<file path="src/verilog/scp_pkg.sv">
// Purpose: Shared constants and types for the synthesizer programming port
// Assumes: All pins arrive asynchronously and are synchronised before use
// Notes: Staging word, MSB first: ref high, main high, prescaler, main low, ref low, swallow
package scp_pkg;
	localparam int SCP_STAGE_W = 20;
	localparam int SCP_OPT_W = 8;
	localparam int SCP_BUS_W = 8;
	localparam int SCP_REFPIN_W = 4;
	localparam int SCP_REF_W = 6;
	localparam int SCP_MAIN_W = 9;
	localparam int SCP_SWAL_W = 4;

	typedef logic [SCP_STAGE_W-1:0] scp_word_t;
	typedef logic [SCP_OPT_W-1:0] scp_opt_t;
	typedef logic [SCP_BUS_W-1:0] scp_byte_t;
	typedef logic [SCP_REFPIN_W-1:0] scp_refpin_t;
	typedef logic [SCP_REF_W-1:0] scp_ref_t;
	typedef logic [SCP_MAIN_W-1:0] scp_main_t;
	typedef logic [SCP_SWAL_W-1:0] scp_swal_t;

	typedef enum logic [1:0] {
		SCP_MODE_PAR = 2'b00,
		SCP_MODE_SER = 2'b01,
		SCP_MODE_DIR = 2'b10
	} scp_mode_t;

	// Staging word field positions
	localparam int SCP_F_REF_HI = 18;
	localparam int SCP_F_MAIN_HI = 16;
	localparam int SCP_F_PRE = 15;
	localparam int SCP_F_MAIN_LO = 8;
	localparam int SCP_F_REF_LO = 4;
	localparam int SCP_F_SWAL = 0;
	localparam int SCP_F_UPPER = 16;

	// Option register bit positions
	localparam int SCP_OPT_DOUT_EN = 7;
	localparam int SCP_OPT_DOUT_RAW = 6;
	localparam int SCP_OPT_MAIN_MON_OFF = 5;
	localparam int SCP_OPT_REF_MON_OFF = 4;

	localparam scp_word_t SCP_WORD_RST = 20'h00000;
	localparam scp_opt_t SCP_OPT_RST = 8'h00;

	// Indices into the synchronised pin vector
	localparam int SCP_I_BUS = 0;
	localparam int SCP_I_REFPIN = 8;
	localparam int SCP_I_SCLK = 12;
	localparam int SCP_I_SDATA = 13;
	localparam int SCP_I_SLOAD = 14;
	localparam int SCP_I_OPT = 15;
	localparam int SCP_I_MAINWR = 16;
	localparam int SCP_I_UPPERWR = 17;
	localparam int SCP_I_SWALWR = 18;
	localparam int SCP_I_HOP = 19;
	localparam int SCP_I_SSEL = 20;
	localparam int SCP_I_PSEL = 21;
	localparam int SCP_I_SMODE = 22;
	localparam int SCP_I_BMODE = 23;
	localparam int SCP_I_ENH_N = 24;
	localparam int SCP_I_MODSEL = 25;
	localparam int SCP_I_PRESC = 26;
	localparam int SCP_I_MAINDIV = 27;
	localparam int SCP_I_REFDIV = 28;
	localparam int SCP_PINS = 29;
endpackage

</file>
<file path="src/verilog/scp_sync_if.sv">
// Purpose: Carries synchronised pin levels and their edges
// Assumes: One clock domain, the block clock
// Notes: Edges are single-cycle pulses
`timescale 1ns/1ns
interface scp_sync_if;
	import scp_pkg::*;
	logic [SCP_PINS-1:0] level;
	logic [SCP_PINS-1:0] rise;
	logic [SCP_PINS-1:0] fall;
	modport src (output level, output rise, output fall);
	modport dst (input level, input rise, input fall);
endinterface
</file>
<file path="src/verilog/scp_phase_det.sv">
// Purpose: Edge-based phase-frequency detector
// Assumes: Divider edges arrive as single-cycle pulses
// Notes: Both pumps clear together once the second edge arrives
`timescale 1ns/1ns
module scp_phase_det (
	input wire logic clk,
	input wire logic reset,
	input wire logic ref_edge,
	input wire logic main_edge,
	output logic pump_up,
	output logic pump_down
);
	logic next_up;
	logic next_down;

	always_comb begin
		next_up = pump_up | ref_edge;
		next_down = pump_down | main_edge;
		// Coincident edges cancel instead of leaving a pulse behind
		if (next_up && next_down) begin
			next_up = 1'b0;
			next_down = 1'b0;
		end
	end

	always_ff @(posedge clk) begin
		if (reset) begin
			pump_up <= 1'b0;
			pump_down <= 1'b0;
		end else begin
			pump_up <= next_up;
			pump_down <= next_down;
		end
	end
endmodule

</file>
<file path="src/verilog/scp_pin_sync.sv">
// Purpose: Two-flop synchroniser and edge finder for every pin
// Assumes: Pins are slow against the block clock
// Notes: Only the second flop and its one-cycle delayed copy feed the edge logic
`timescale 1ns/1ns
module scp_pin_sync (
	input wire logic clk,
	input wire logic reset,
	input wire logic [scp_pkg::SCP_PINS-1:0] pins,
	scp_sync_if.src sync
);
	import scp_pkg::*;

	logic [SCP_PINS-1:0] meta;
	logic [SCP_PINS-1:0] stable;
	logic [SCP_PINS-1:0] prev;

	genvar i;
	generate
		for (i = 0; i < SCP_PINS; i++) begin : g_pin
			always_ff @(posedge clk) begin
				if (reset) begin
					meta[i] <= 1'b0;
					stable[i] <= 1'b0;
					prev[i] <= 1'b0;
				end else begin
					meta[i] <= pins[i];
					stable[i] <= meta[i];
					prev[i] <= stable[i];
				end
			end
			assign sync.level[i] = stable[i];
			assign sync.rise[i] = stable[i] & ~prev[i];
			assign sync.fall[i] = ~stable[i] & prev[i];
		end
	endgenerate
endmodule

</file>
<file path="src/verilog/scp_prog_port.sv">
// Purpose: Counter programming port, option control and lock outputs
// Assumes: Every pin is asynchronous; serial shift clock is far slower than clk
// Notes: Counter and prescaler datapaths live outside this block
`timescale 1ns/1ns

module scp_prog_port (
	input wire logic clk,
	input wire logic reset,
	input wire scp_pkg::scp_byte_t bus_data,
	input wire scp_pkg::scp_refpin_t ref_pins,
	input wire logic shift_clock,
	input wire logic shift_data,
	input wire logic serial_load_strobe,
	input wire logic option_strobe,
	input wire logic main_field_strobe,
	input wire logic upper_field_strobe,
	input wire logic swallow_field_strobe,
	input wire logic hop_strobe,
	input wire logic serial_copy_select,
	input wire logic parallel_copy_select,
	input wire logic serial_mode,
	input wire logic bus_mode,
	input wire logic option_enable_n,
	input wire logic modulus_select,
	input wire logic prescaler_raw,
	input wire logic main_div,
	input wire logic ref_div,
	output scp_pkg::scp_ref_t ref_count,
	output scp_pkg::scp_main_t main_count,
	output scp_pkg::scp_swal_t swallow_count,
	output logic prescaler_bypass,
	output scp_pkg::scp_opt_t option_active,
	output logic data_out,
	output logic main_monitor,
	output logic ref_monitor,
	output logic pump_up_n,
	output logic pump_down_n,
	output logic lock_filter,
	output logic lock_indicator_out,
	output logic lock_indicator_oe,
	output logic charge_pump_out,
	output logic charge_pump_oe,
	output scp_pkg::scp_mode_t port_mode
);
	import scp_pkg::*;

	scp_sync_if sync ();

	logic [SCP_PINS-1:0] pins;
	scp_word_t counter_staging_register;
	scp_word_t counter_shadow_copy;
	scp_opt_t option_control_register;
	scp_opt_t option_shift_buffer;
	scp_mode_t next_mode;
	scp_word_t selected;
	scp_ref_t next_ref;
	scp_main_t next_main;
	scp_swal_t next_swal;
	logic next_pre;
	scp_opt_t next_opt_active;
	logic pump_up;
	logic pump_down;
	logic ser_active;
	logic par_active;
	logic shift_take;
	scp_byte_t bus;
	logic next_dout;
	logic next_main_mon;
	logic next_ref_mon;
	logic next_pumping;

	assign pins[SCP_I_BUS +: SCP_BUS_W] = bus_data;
	assign pins[SCP_I_REFPIN +: SCP_REFPIN_W] = ref_pins;
	assign pins[SCP_I_SCLK] = shift_clock;
	assign pins[SCP_I_SDATA] = shift_data;
	assign pins[SCP_I_SLOAD] = serial_load_strobe;
	assign pins[SCP_I_OPT] = option_strobe;
	assign pins[SCP_I_MAINWR] = main_field_strobe;
	assign pins[SCP_I_UPPERWR] = upper_field_strobe;
	assign pins[SCP_I_SWALWR] = swallow_field_strobe;
	assign pins[SCP_I_HOP] = hop_strobe;
	assign pins[SCP_I_SSEL] = serial_copy_select;
	assign pins[SCP_I_PSEL] = parallel_copy_select;
	assign pins[SCP_I_SMODE] = serial_mode;
	assign pins[SCP_I_BMODE] = bus_mode;
	assign pins[SCP_I_ENH_N] = option_enable_n;
	assign pins[SCP_I_MODSEL] = modulus_select;
	assign pins[SCP_I_PRESC] = prescaler_raw;
	assign pins[SCP_I_MAINDIV] = main_div;
	assign pins[SCP_I_REFDIV] = ref_div;

	scp_pin_sync u_sync (
		.clk(clk),
		.reset(reset),
		.pins(pins),
		.sync(sync)
	);

	scp_phase_det u_pfd (
		.clk(clk),
		.reset(reset),
		.ref_edge(sync.rise[SCP_I_REFDIV]),
		.main_edge(sync.rise[SCP_I_MAINDIV]),
		.pump_up(pump_up),
		.pump_down(pump_down)
	);

	assign bus = sync.level[SCP_I_BUS +: SCP_BUS_W];

	// Mode pins decoded combinationally so a mode change acts at once
	always_comb begin
		if (sync.level[SCP_I_BMODE]) begin
			next_mode = SCP_MODE_DIR;
		end else if (sync.level[SCP_I_SMODE]) begin
			next_mode = SCP_MODE_SER;
		end else begin
			next_mode = SCP_MODE_PAR;
		end
	end

	assign ser_active = (next_mode == SCP_MODE_SER);
	assign par_active = (next_mode == SCP_MODE_PAR);
	// Shift clock edges only count while the load strobe is low
	assign shift_take = ser_active && sync.rise[SCP_I_SCLK] && !sync.level[SCP_I_SLOAD];

	always_ff @(posedge clk) begin
		if (reset) begin
			port_mode <= SCP_MODE_PAR;
		end else begin
			port_mode <= next_mode;
		end
	end

	// Staging register: serial shift or parallel field writes
	always_ff @(posedge clk) begin
		if (reset) begin
			counter_staging_register <= SCP_WORD_RST;
		end else if (shift_take && !sync.level[SCP_I_OPT]) begin
			counter_staging_register <= {counter_staging_register[SCP_STAGE_W-2:0],
				sync.level[SCP_I_SDATA]};
		end else if (par_active) begin
			if (sync.rise[SCP_I_UPPERWR]) begin
				counter_staging_register[SCP_F_UPPER +: 4] <= bus[3:0];
			end
			if (sync.rise[SCP_I_MAINWR]) begin
				counter_staging_register[SCP_F_MAIN_LO +: 8] <= bus;
			end
			if (sync.rise[SCP_I_SWALWR]) begin
				counter_staging_register[SCP_F_SWAL +: 8] <= bus;
			end
		end
	end

	// Shadow copy for frequency hopping
	always_ff @(posedge clk) begin
		if (reset) begin
			counter_shadow_copy <= SCP_WORD_RST;
		end else if (ser_active && (sync.rise[SCP_I_SLOAD] || sync.rise[SCP_I_HOP])) begin
			counter_shadow_copy <= counter_staging_register;
		end else if (par_active && sync.rise[SCP_I_HOP]) begin
			counter_shadow_copy <= counter_staging_register;
		end
	end

	// Serial option bits wait in a buffer so controls do not flicker mid-load
	always_ff @(posedge clk) begin
		if (reset) begin
			option_shift_buffer <= SCP_OPT_RST;
		end else if (shift_take && sync.level[SCP_I_OPT]) begin
			option_shift_buffer <= {option_shift_buffer[SCP_OPT_W-2:0],
				sync.level[SCP_I_SDATA]};
		end
	end

	always_ff @(posedge clk) begin
		if (reset) begin
			option_control_register <= SCP_OPT_RST;
		end else if (ser_active && sync.fall[SCP_I_OPT]) begin
			option_control_register <= option_shift_buffer;
		end else if (par_active && sync.rise[SCP_I_OPT]) begin
			option_control_register <= bus;
		end
	end

	// Counter source selection
	always_comb begin
		selected = counter_shadow_copy;
		if (ser_active && sync.level[SCP_I_SSEL]) begin
			selected = counter_staging_register;
		end else if (par_active && sync.level[SCP_I_PSEL]) begin
			selected = counter_staging_register;
		end
		next_ref = {selected[SCP_F_REF_HI +: 2], selected[SCP_F_REF_LO +: 4]};
		next_main = {selected[SCP_F_MAIN_HI +: 2], selected[SCP_F_MAIN_LO +: 7]};
		next_swal = selected[SCP_F_SWAL +: 4];
		next_pre = selected[SCP_F_PRE];
		if (next_mode == SCP_MODE_DIR) begin
			// Swallow bits share pins with serial mode, the upper and option strobes and the parallel copy select
			next_ref = {2'h0, sync.level[SCP_I_REFPIN +: 4]};
			next_main = {2'h0, bus[6:0]};
			next_swal = {sync.level[SCP_I_SMODE], sync.level[SCP_I_UPPERWR],
				sync.level[SCP_I_OPT], sync.level[SCP_I_PSEL]};
			next_pre = bus[7];
		end
	end

	// Counters pick up a new source on the very next edge
	always_ff @(posedge clk) begin
		if (reset) begin
			ref_count <= 6'h00;
			main_count <= 9'h000;
			swallow_count <= 4'h0;
		end else begin
			ref_count <= next_ref;
			main_count <= next_main;
			swallow_count <= next_swal;
		end
	end

	// One means the input goes around the prescaler
	always_ff @(posedge clk) begin
		if (reset) begin
			prescaler_bypass <= 1'b0;
		end else begin
			prescaler_bypass <= next_pre;
		end
	end

	// Option bits gated by the enable pin; direct mode has no options
	always_comb begin
		next_opt_active = SCP_OPT_RST;
		if (!sync.level[SCP_I_ENH_N] && next_mode != SCP_MODE_DIR) begin
			next_opt_active = option_control_register;
		end
	end

	always_ff @(posedge clk) begin
		if (reset) begin
			option_active <= SCP_OPT_RST;
		end else begin
			option_active <= next_opt_active;
		end
	end

	// Data out parks low unless its enable bit is set
	always_comb begin
		next_dout = 1'b0;
		if (next_opt_active[SCP_OPT_DOUT_EN]) begin
			if (next_opt_active[SCP_OPT_DOUT_RAW]) begin
				next_dout = sync.level[SCP_I_PRESC];
			end else begin
				next_dout = sync.level[SCP_I_MODSEL];
			end
		end
	end

	always_ff @(posedge clk) begin
		if (reset) begin
			data_out <= 1'b0;
		end else begin
			data_out <= next_dout;
		end
	end

	// A disabled monitor holds low rather than freezing mid-cycle
	assign next_main_mon = sync.level[SCP_I_MAINDIV]
		& ~next_opt_active[SCP_OPT_MAIN_MON_OFF];
	assign next_ref_mon = sync.level[SCP_I_REFDIV]
		& ~next_opt_active[SCP_OPT_REF_MON_OFF];

	always_ff @(posedge clk) begin
		if (reset) begin
			main_monitor <= 1'b0;
		end else begin
			main_monitor <= next_main_mon;
		end
	end

	always_ff @(posedge clk) begin
		if (reset) begin
			ref_monitor <= 1'b0;
		end else begin
			ref_monitor <= next_ref_mon;
		end
	end

	// Pump pulses leave the block active low, as the filter expects
	always_ff @(posedge clk) begin
		if (reset) begin
			pump_up_n <= 1'b1;
			pump_down_n <= 1'b1;
		end else begin
			pump_up_n <= ~pump_up;
			pump_down_n <= ~pump_down;
		end
	end

	// Either pump active means unlocked; resistor and filter cap are off-block
	assign next_pumping = ~(~pump_up & ~pump_down);

	always_ff @(posedge clk) begin
		if (reset) begin
			lock_filter <= 1'b0;
		end else begin
			lock_filter <= next_pumping;
		end
	end

	// Open drain: the pad only ever pulls low, so its data stays zero
	always_ff @(posedge clk) begin
		if (reset) begin
			lock_indicator_out <= 1'b0;
			lock_indicator_oe <= 1'b0;
		end else begin
			lock_indicator_out <= 1'b0;
			lock_indicator_oe <= next_pumping;
		end
	end

	// Both pumps idle leaves the loop filter floating
	always_ff @(posedge clk) begin
		if (reset) begin
			charge_pump_out <= 1'b0;
			charge_pump_oe <= 1'b0;
		end else begin
			charge_pump_out <= pump_up;
			charge_pump_oe <= pump_up ^ pump_down;
		end
	end
endmodule

</file>
<file path="config.mk">
export PLATFORM = sky130hd
export DESIGN_NAME = scp_prog_port
export DESIGN_NICKNAME = d
export VERILOG_FILES = /design/src/verilog/scp_pkg.sv /design/src/verilog/scp_sync_if.sv /design/src/verilog/scp_phase_det.sv /design/src/verilog/scp_pin_sync.sv /design/src/verilog/scp_prog_port.sv
export SDC_FILE = /design/constraint.sdc
export NUM_CORES = 1
export LEC_CHECK = 0
export BUFFER_PORTS_ARGS = -buffer_cell sky130_fd_sc_hd__buf_2
export CORE_MARGIN = 2
export CORE_UTILIZATION = 55
export DETAILED_ROUTE_END_ITERATION = 10
export HOLD_SLACK_MARGIN = 0.12
export PLACE_DENSITY = 0.76
export SETUP_SLACK_MARGIN = 0.05
export SKIP_LAST_GASP = 1
export SYNTH_ARGS = -nofsm -noshare
export SYNTH_HDL_FRONTEND = slang
export SYNTH_HIERARCHICAL = 1
export SYNTH_SLANG_ARGS = --single-unit
</file>
<file path="constraint.sdc">
create_clock -name clk -period 1.9 [get_ports clk]
set_input_delay 0.285 -clock clk [delete_from_list [all_inputs] [get_ports clk]]
set_output_delay 0.285 -clock clk [all_outputs]
set_load 0.05 [all_outputs]
</file>
==> results of run 1 <==
==> critical path: stages, from the launching register on <==
cell and delay, ns:
dfxtp_1 0.33, buf_4 0.19, nand4bb_2 0.30, a21oi_1 0.26
buf_4 0.20, nor2_1 0.05, a311oi_1 0.27
==> how the worst max path moves through the flow <==
stage               depth (start not counted)  slack (ns)                              from                                         to
floorplan                                   6        0.44  u_sync/sync.level[12]$_SDFF_PP0_   counter_staging_register[6]$_SDFFE_PP0P_
global placement                            4        0.36                             reset                        data_out$_SDFF_PP0_
detailed placement                          4        0.23  u_sync/sync.level[22]$_SDFF_PP0_   counter_staging_register[5]$_SDFFE_PP0P_
CTS                                         4        0.16  u_sync/sync.level[22]$_SDFF_PP0_  counter_staging_register[19]$_SDFFE_PP0P_
global route                                6        0.06  u_sync/sync.level[15]$_SDFF_PP0_  counter_staging_register[19]$_SDFFE_PP0P_
finish                                      6        0.20  u_sync/sync.level[15]$_SDFF_PP0_  counter_staging_register[19]$_SDFFE_PP0P_
==> final cells by class <==
class                      count  area, µm²
clock buffer                  19      431.7
tap                          133      166.4
clock inverter                10      207.7
fill                         760       2875
timing repair buffer         113      775.7
multi-input combinational    380       2085
inverter                       4      15.01
sequential                   163       3263
==> metal layers <==
metal	track usage, %	up-vias	wire, µm
met5	0	-	0
met4	9.143	0	223
met3	5.864	16	632
met2	34.97	125	5548
met1	28.52	1932	5124
li1	-	2124	-
==> power by group <==
| group | switching, W | leakage, nW | internal (W) | total, W |
|---|---|---|---|---|
| Combinational | 0.000285 | 1.08 | 0.000192 | 0.000478 |
| Clock | 0.00127 | 0.302 | 0.00241 | 0.00368 |
| Sequential | 0.0000699 | 1.33 | 0.00354 | 0.00361 |
==> metrics by stage <==
step	total power, W	hold WS (ns)
finish	0.007763	0.1353
detailed placement	0.004111	0.4220
global placement	0.004097	0.4183
global route	0.008020	0.1237
CTS	0.007799	0.1220
floorplan	0.003986	0.3621
==> sequential cells by signal (all words and copies together) (netlist names), 2 cells and up <==
name,flops
ref_count,6
option_control_register,8
u_sync/prev,9
option_shift_buffer,8
counter_staging_register,20
counter_shadow_copy,20
main_count,9
option_active,8
swallow_count,4
port_mode,2
u_sync/meta,29
u_sync/sync.level,29
==> timing repair <==
action                                 CTS  global route
endpoints found under the hold margin   29             0
gates resized for setup                  0             1
setup endpoints to repair                0             2
hold buffers                            29             0
==> flow_summary.json, run 1 <==
{
  "fin_crit_ns": 1.696,
  "dp.cells": 764,
  "period_share_pct": 89.28,
  "timing.final.max_slew_violations": 0,
  "die-area_um2": 11010,
  "r2r-start": "u_sync/sync.level[15]$_SDFF_PP0_",
  "cts.clk_slew.worst_paths_ns": 0.06,
  "grt_setup_unrepaired": "false",
  "path_max_fanout": 14,
  "required_ns": 2.32,
  "synth_area_um2": 5602,
  "final_common_cell": "dfxtp_1",
  "io_pins": 71,
  "coreArea_um2": 9819,
  "p_leak_nw": 2.712,
  "hp-class": "in2reg",
  "portBuffers": 69,
  "arrival_ns": 2.11,
  "root_buffer": "clkbuf_8",
  "worstSkewPairLatency_ns": 0.52,
  "vias_per_cell": 5.106,
  "pre_cts_slack_ns": 0.2288,
  "cp-start-kind": "flip-flop",
  "grt.overflow.total": 0,
  "cts_buffers": 17,
  "layoutNonFillerInstCount": 822,
  "dp_hpwl_um": 7454,
  "antenna_cells": 0,
  "finish.instance_area_um2": 6944,
  "max_freq_mhz": 589.5,
  "p_per_area_nw_per_um2": 1118,
  "rr_worst_depth": 6,
  "syn_area_per_cell_um2": 9.510,
  "status": "finished clean",
  "min_from": "reset",
  "rrSetupSlack_ns": 0.20,
  "final_core_util_pct": 70.72,
  "critical_path_class": "reg2reg",
  "final_nets": 711,
  "die_height_um": 104.9,
  "ys_warn_count": 6,
  "fin_ws_ns": 0.2038,
  "synth_fp_nets": 621,
  "cts_max_level": 4,
  "syn-instance-count": 589,
  "ant_nets": 0,
  "ir_drop_mv": 0.6545,
  "grt_pass1_vias": 4005,
  "setup_violations": 0,
  "area_delta_synth_final_pct": 23.97,
  "r2r_end": "counter_staging_register[19]$_SDFFE_PP0P_",
  "globalplace.congestion": 0.8283,
  "min_path_cells": 2,
  "cap_violations": 0,
  "dr.pass1.iters": 5,
  "hold_end": "counter_shadow_copy[1]$_SDFFE_PP0P_",
  "track_usage_pct": 22.05,
  "end_kind": "flip-flop",
  "place_area_um2": 6013,
  "clock_path_buffers": 2,
  "rows": 36,
  "vias": 4197,
  "post-route-drc-count": 0,
  "die_w_um": 104.9,
  "initialDrtViolationCount": 266,
  "final_cell_mix": "163 x dfxtp_1, 112 x nand2_1, 79 x nor2b_1",
  "grt_antenna_before_repair": 0,
  "hold_violations": 0,
  "fin_setup_tns_ns": 0,
  "drive_gt1_share_pct": 17.71,
  "cts_tree": "done",
  "finalClockSkew_ns": 0.005389,
  "clkSinkCount": 163,
  "slew_headroom_pct": 47.54,
  "grt_max_degree": 53,
  "routed_wl_um": 11530,
  "avgRoutedWirePerCell_um": 14.02,
  "worstMarginPinSlew_ns": 0.7809,
  "grt_pass1_wl_um": 19230,
  "start_util_pct": 57.05,
  "post_cts.repair.setup_buffers": 0
}
No activity file was read; power rests on OpenSTA's default activity.
==> run 2, diff against run 1 <==
--- a/config.mk
+++ b/config.mk
@@ -8,9 +8,10 @@
 export BUFFER_PORTS_ARGS = -buffer_cell sky130_fd_sc_hd__buf_2
 export CORE_MARGIN = 2
 export CORE_UTILIZATION = 55
+export CTS_CLUSTER_SIZE = 16
 export DETAILED_ROUTE_END_ITERATION = 10
 export HOLD_SLACK_MARGIN = 0.12
-export PLACE_DENSITY = 0.76
+export PLACE_DENSITY = 0.82
 export SETUP_SLACK_MARGIN = 0.05
 export SKIP_LAST_GASP = 1
 export SYNTH_ARGS = -nofsm -noshare
==> run 2 against run 1 <==
  * Non-clock buffer count is 3 lower
  * Global-route usage is 0.19 points higher
  * First-iteration DRC count is 14% higher
  * Sequential power hardly changed
  * Core utilization is 0.99 points lower
  * Fmax is 1.0% lower
  * Via count is 2.5% higher
  * Hold slack better by 0.032 ns
==> flow_summary.json, run 2 (synthesis results as in run 1) <==
{
  "cap_violations": 0,
  "timing.final.max_slew_violations": 0,
  "critical_path_class": "reg2reg",
  "cts_tree": "done",
  "status": "finished clean",
  "switching_power_w": 0.001682,
  "max_freq_mhz": 583.6,
  "swShare_pct": 22.88,
  "post_cts.repair.setup_buffers": 0,
  "p_per_area_nw_per_um2": 1074,
  "area_delta_synth_final_pct": 22.22,
  "grt_pass1_vias": 4067,
  "vias_per_cell": 5.234,
  "critPathSlowestCell": "dfxtp_1",
  "end_kind": "flip-flop",
  "grt.overflow.total": 0,
  "io_pins": 71,
  "clkSinkCount": 163,
  "crit_path_max_incr_delay_ns": 0.32,
  "vias": 4302,
  "fin_setup_tns_ns": 0,
  "clock_path_buffers": 2,
  "cts_max_level": 4,
  "dr.pass1.iters": 5,
  "fin_ws_ns": 0.1864,
  "pre_cts_slack_ns": 0.2073,
  "hold_violations": 0,
  "hold_ws_ns": 0.1672,
  "start_util_pct": 57.05,
  "totalPowerFinal_w": 0.007352,
  "pwr-share-clk_pct": 44.4,
  "avgRoutedWirePerCell_um": 14.41,
  "coreArea_um2": 9819,
  "p_leak_nw": 2.665,
  "final_common_cell": "dfxtp_1",
  "final_nets": 708,
  "die_height_um": 104.9,
  "fin_crit_ns": 1.714,
  "wl_met1_um": 5010,
  "antenna_cells": 0,
  "p_seq_share_pct": 49.1,
  "grt_antenna_before_repair": 0,
  "root_buffer": "clkbuf_8",
  "die_w_um": 104.9,
  "path_max_fanout": 20,
  "worstMarginPinSlew_ns": 0.6394,
  "die-area_um2": 11010,
  "track_usage_pct": 22.24,
  "ant_nets": 0,
  "required_ns": 2.33,
  "cpLargestDelayFamily": "simple AND/OR/NAND/NOR gates",
  "slew_headroom_pct": 57.38,
  "wl_met2_um": 5908,
  "grt_max_degree": 154,
  "cts.clk_slew.worst_paths_ns": 0.06,
  "worstSkewPairLatency_ns": 0.53,
  "dp.cells": 761,
  "dp_hpwl_um": 7280,
  "route.met3.wl_um": 649,
  "setup_violations": 0,
  "initialDrtViolationCount": 304,
  "multi_input_area_um2": 2085,
  "nFillCells": 744,
  "period_share_pct": 90.19,
  "final_cell_mix": "163 x dfxtp_1, 112 x nand2_1, 79 x nor2b_1",
  "critPathBufInv": 0,
  "ir_drop_mv": 0.6172,
  "portBuffers": 69,
  "grt_setup_unrepaired": "false",
  "cp_cell_sequence": "nor2b_1 -> and4bb_1 -> and2b_4 -> nand2_1 -> a311oi_1",
  "layoutNonFillerInstCount": 822,
  "routed_wl_um": 11850,
  "cp-start-kind": "flip-flop",
  "finalClockSkew_ns": 0.007732,
  "rows": 36,
  "highest_layer": "met4",
  "globalplace.congestion": 0.8519,
  "cts_buffers": 17,
  "p_int_w": 0.005670,
  "grt_pass1_wl_um": 19250,
  "seq_area_um2": 3263,
  "post-route-drc-count": 0,
  "hp-class": "in2reg",
  "combPwrFrac_pct": 6.4,
  "arrival_ns": 2.14,
  "drive_gt1_share_pct": 17.56
}
run 2: cell count changes in the layout (fill, tap and decap cells not counted), sizes merged:
cell / change
bufinv: -4
clkinv: +4
buf: -3
clkbuf: +2
inv: +1
run 2: per-layer routing:
metal	GRT usage [%]	vias to the layer above
li1	-	2118
met1	26.04	2005
met2	38.31	154
met3	6.176	25
met4	9.143	0
met5	0	-
run 2: power groups by stage:
stage          clock [W]  combinational [W]  sequential, W
6_report         0.00327           0.000474        0.00361
5_1_grt          0.00345           0.000514        0.00362
4_1_cts          0.00331           0.000469        0.00361
3_5_place_dp           0           0.000420        0.00368
3_3_place_gp           0           0.000407        0.00368
2_1_floorplan          0           0.000252        0.00373
run 2: layout make-up:
type                            instances  area share, %
Timing Repair Buffer                  110          10.82
Tap cell                              133          2.431
Sequential cell                       163          47.66
Clock inverter                         11          1.864
Clock buffer                           21          6.561
Multi-Input combinational cell        380          30.45
Inverter                                4         0.2193
run 2: per-stage QoR:
step / instance area (µm²) / utilization, %
after CTS: 6845 / 69.71
after detailed placement: 5978 / 60.88
final: 6847 / 69.72
after floorplan: 5602 / -
after global placement: 5978 / 60.88
after global routing: 6847 / 69.72
run 2: path summary, 6_finish.rpt:
check | startpoint | to | slack [ns] | cells after the start
max reg2reg | u_sync/sync.level[12]$_SDFF_PP0_ | counter_staging_register[1]$_SDFFE_PP0P_ | 0.19 | 5
min | reset | option_active[2]$_SDFF_PP0_ | 0.17 | 3
min reg2reg | u_pfd/pump_down$_SDFF_PP0_ | pump_down_n$_SDFF_PP1_ | 0.43 | 1
max | u_sync/sync.level[12]$_SDFF_PP0_ | counter_staging_register[1]$_SDFFE_PP0P_ | 0.19 | 5
run 2: worst register-to-register path: cells and delay by family (launching register included):
family,cells,cell delay (ns)
compound gates,1,0.29
flops,1,0.32
simple gates,4,0.99
run 2: what timing repair did:
action,4_1_cts,5_1_grt
gates resized for setup,0,1
hold endpoints to repair,29,0
setup endpoints to repair,0,4
hold buffers,29,0
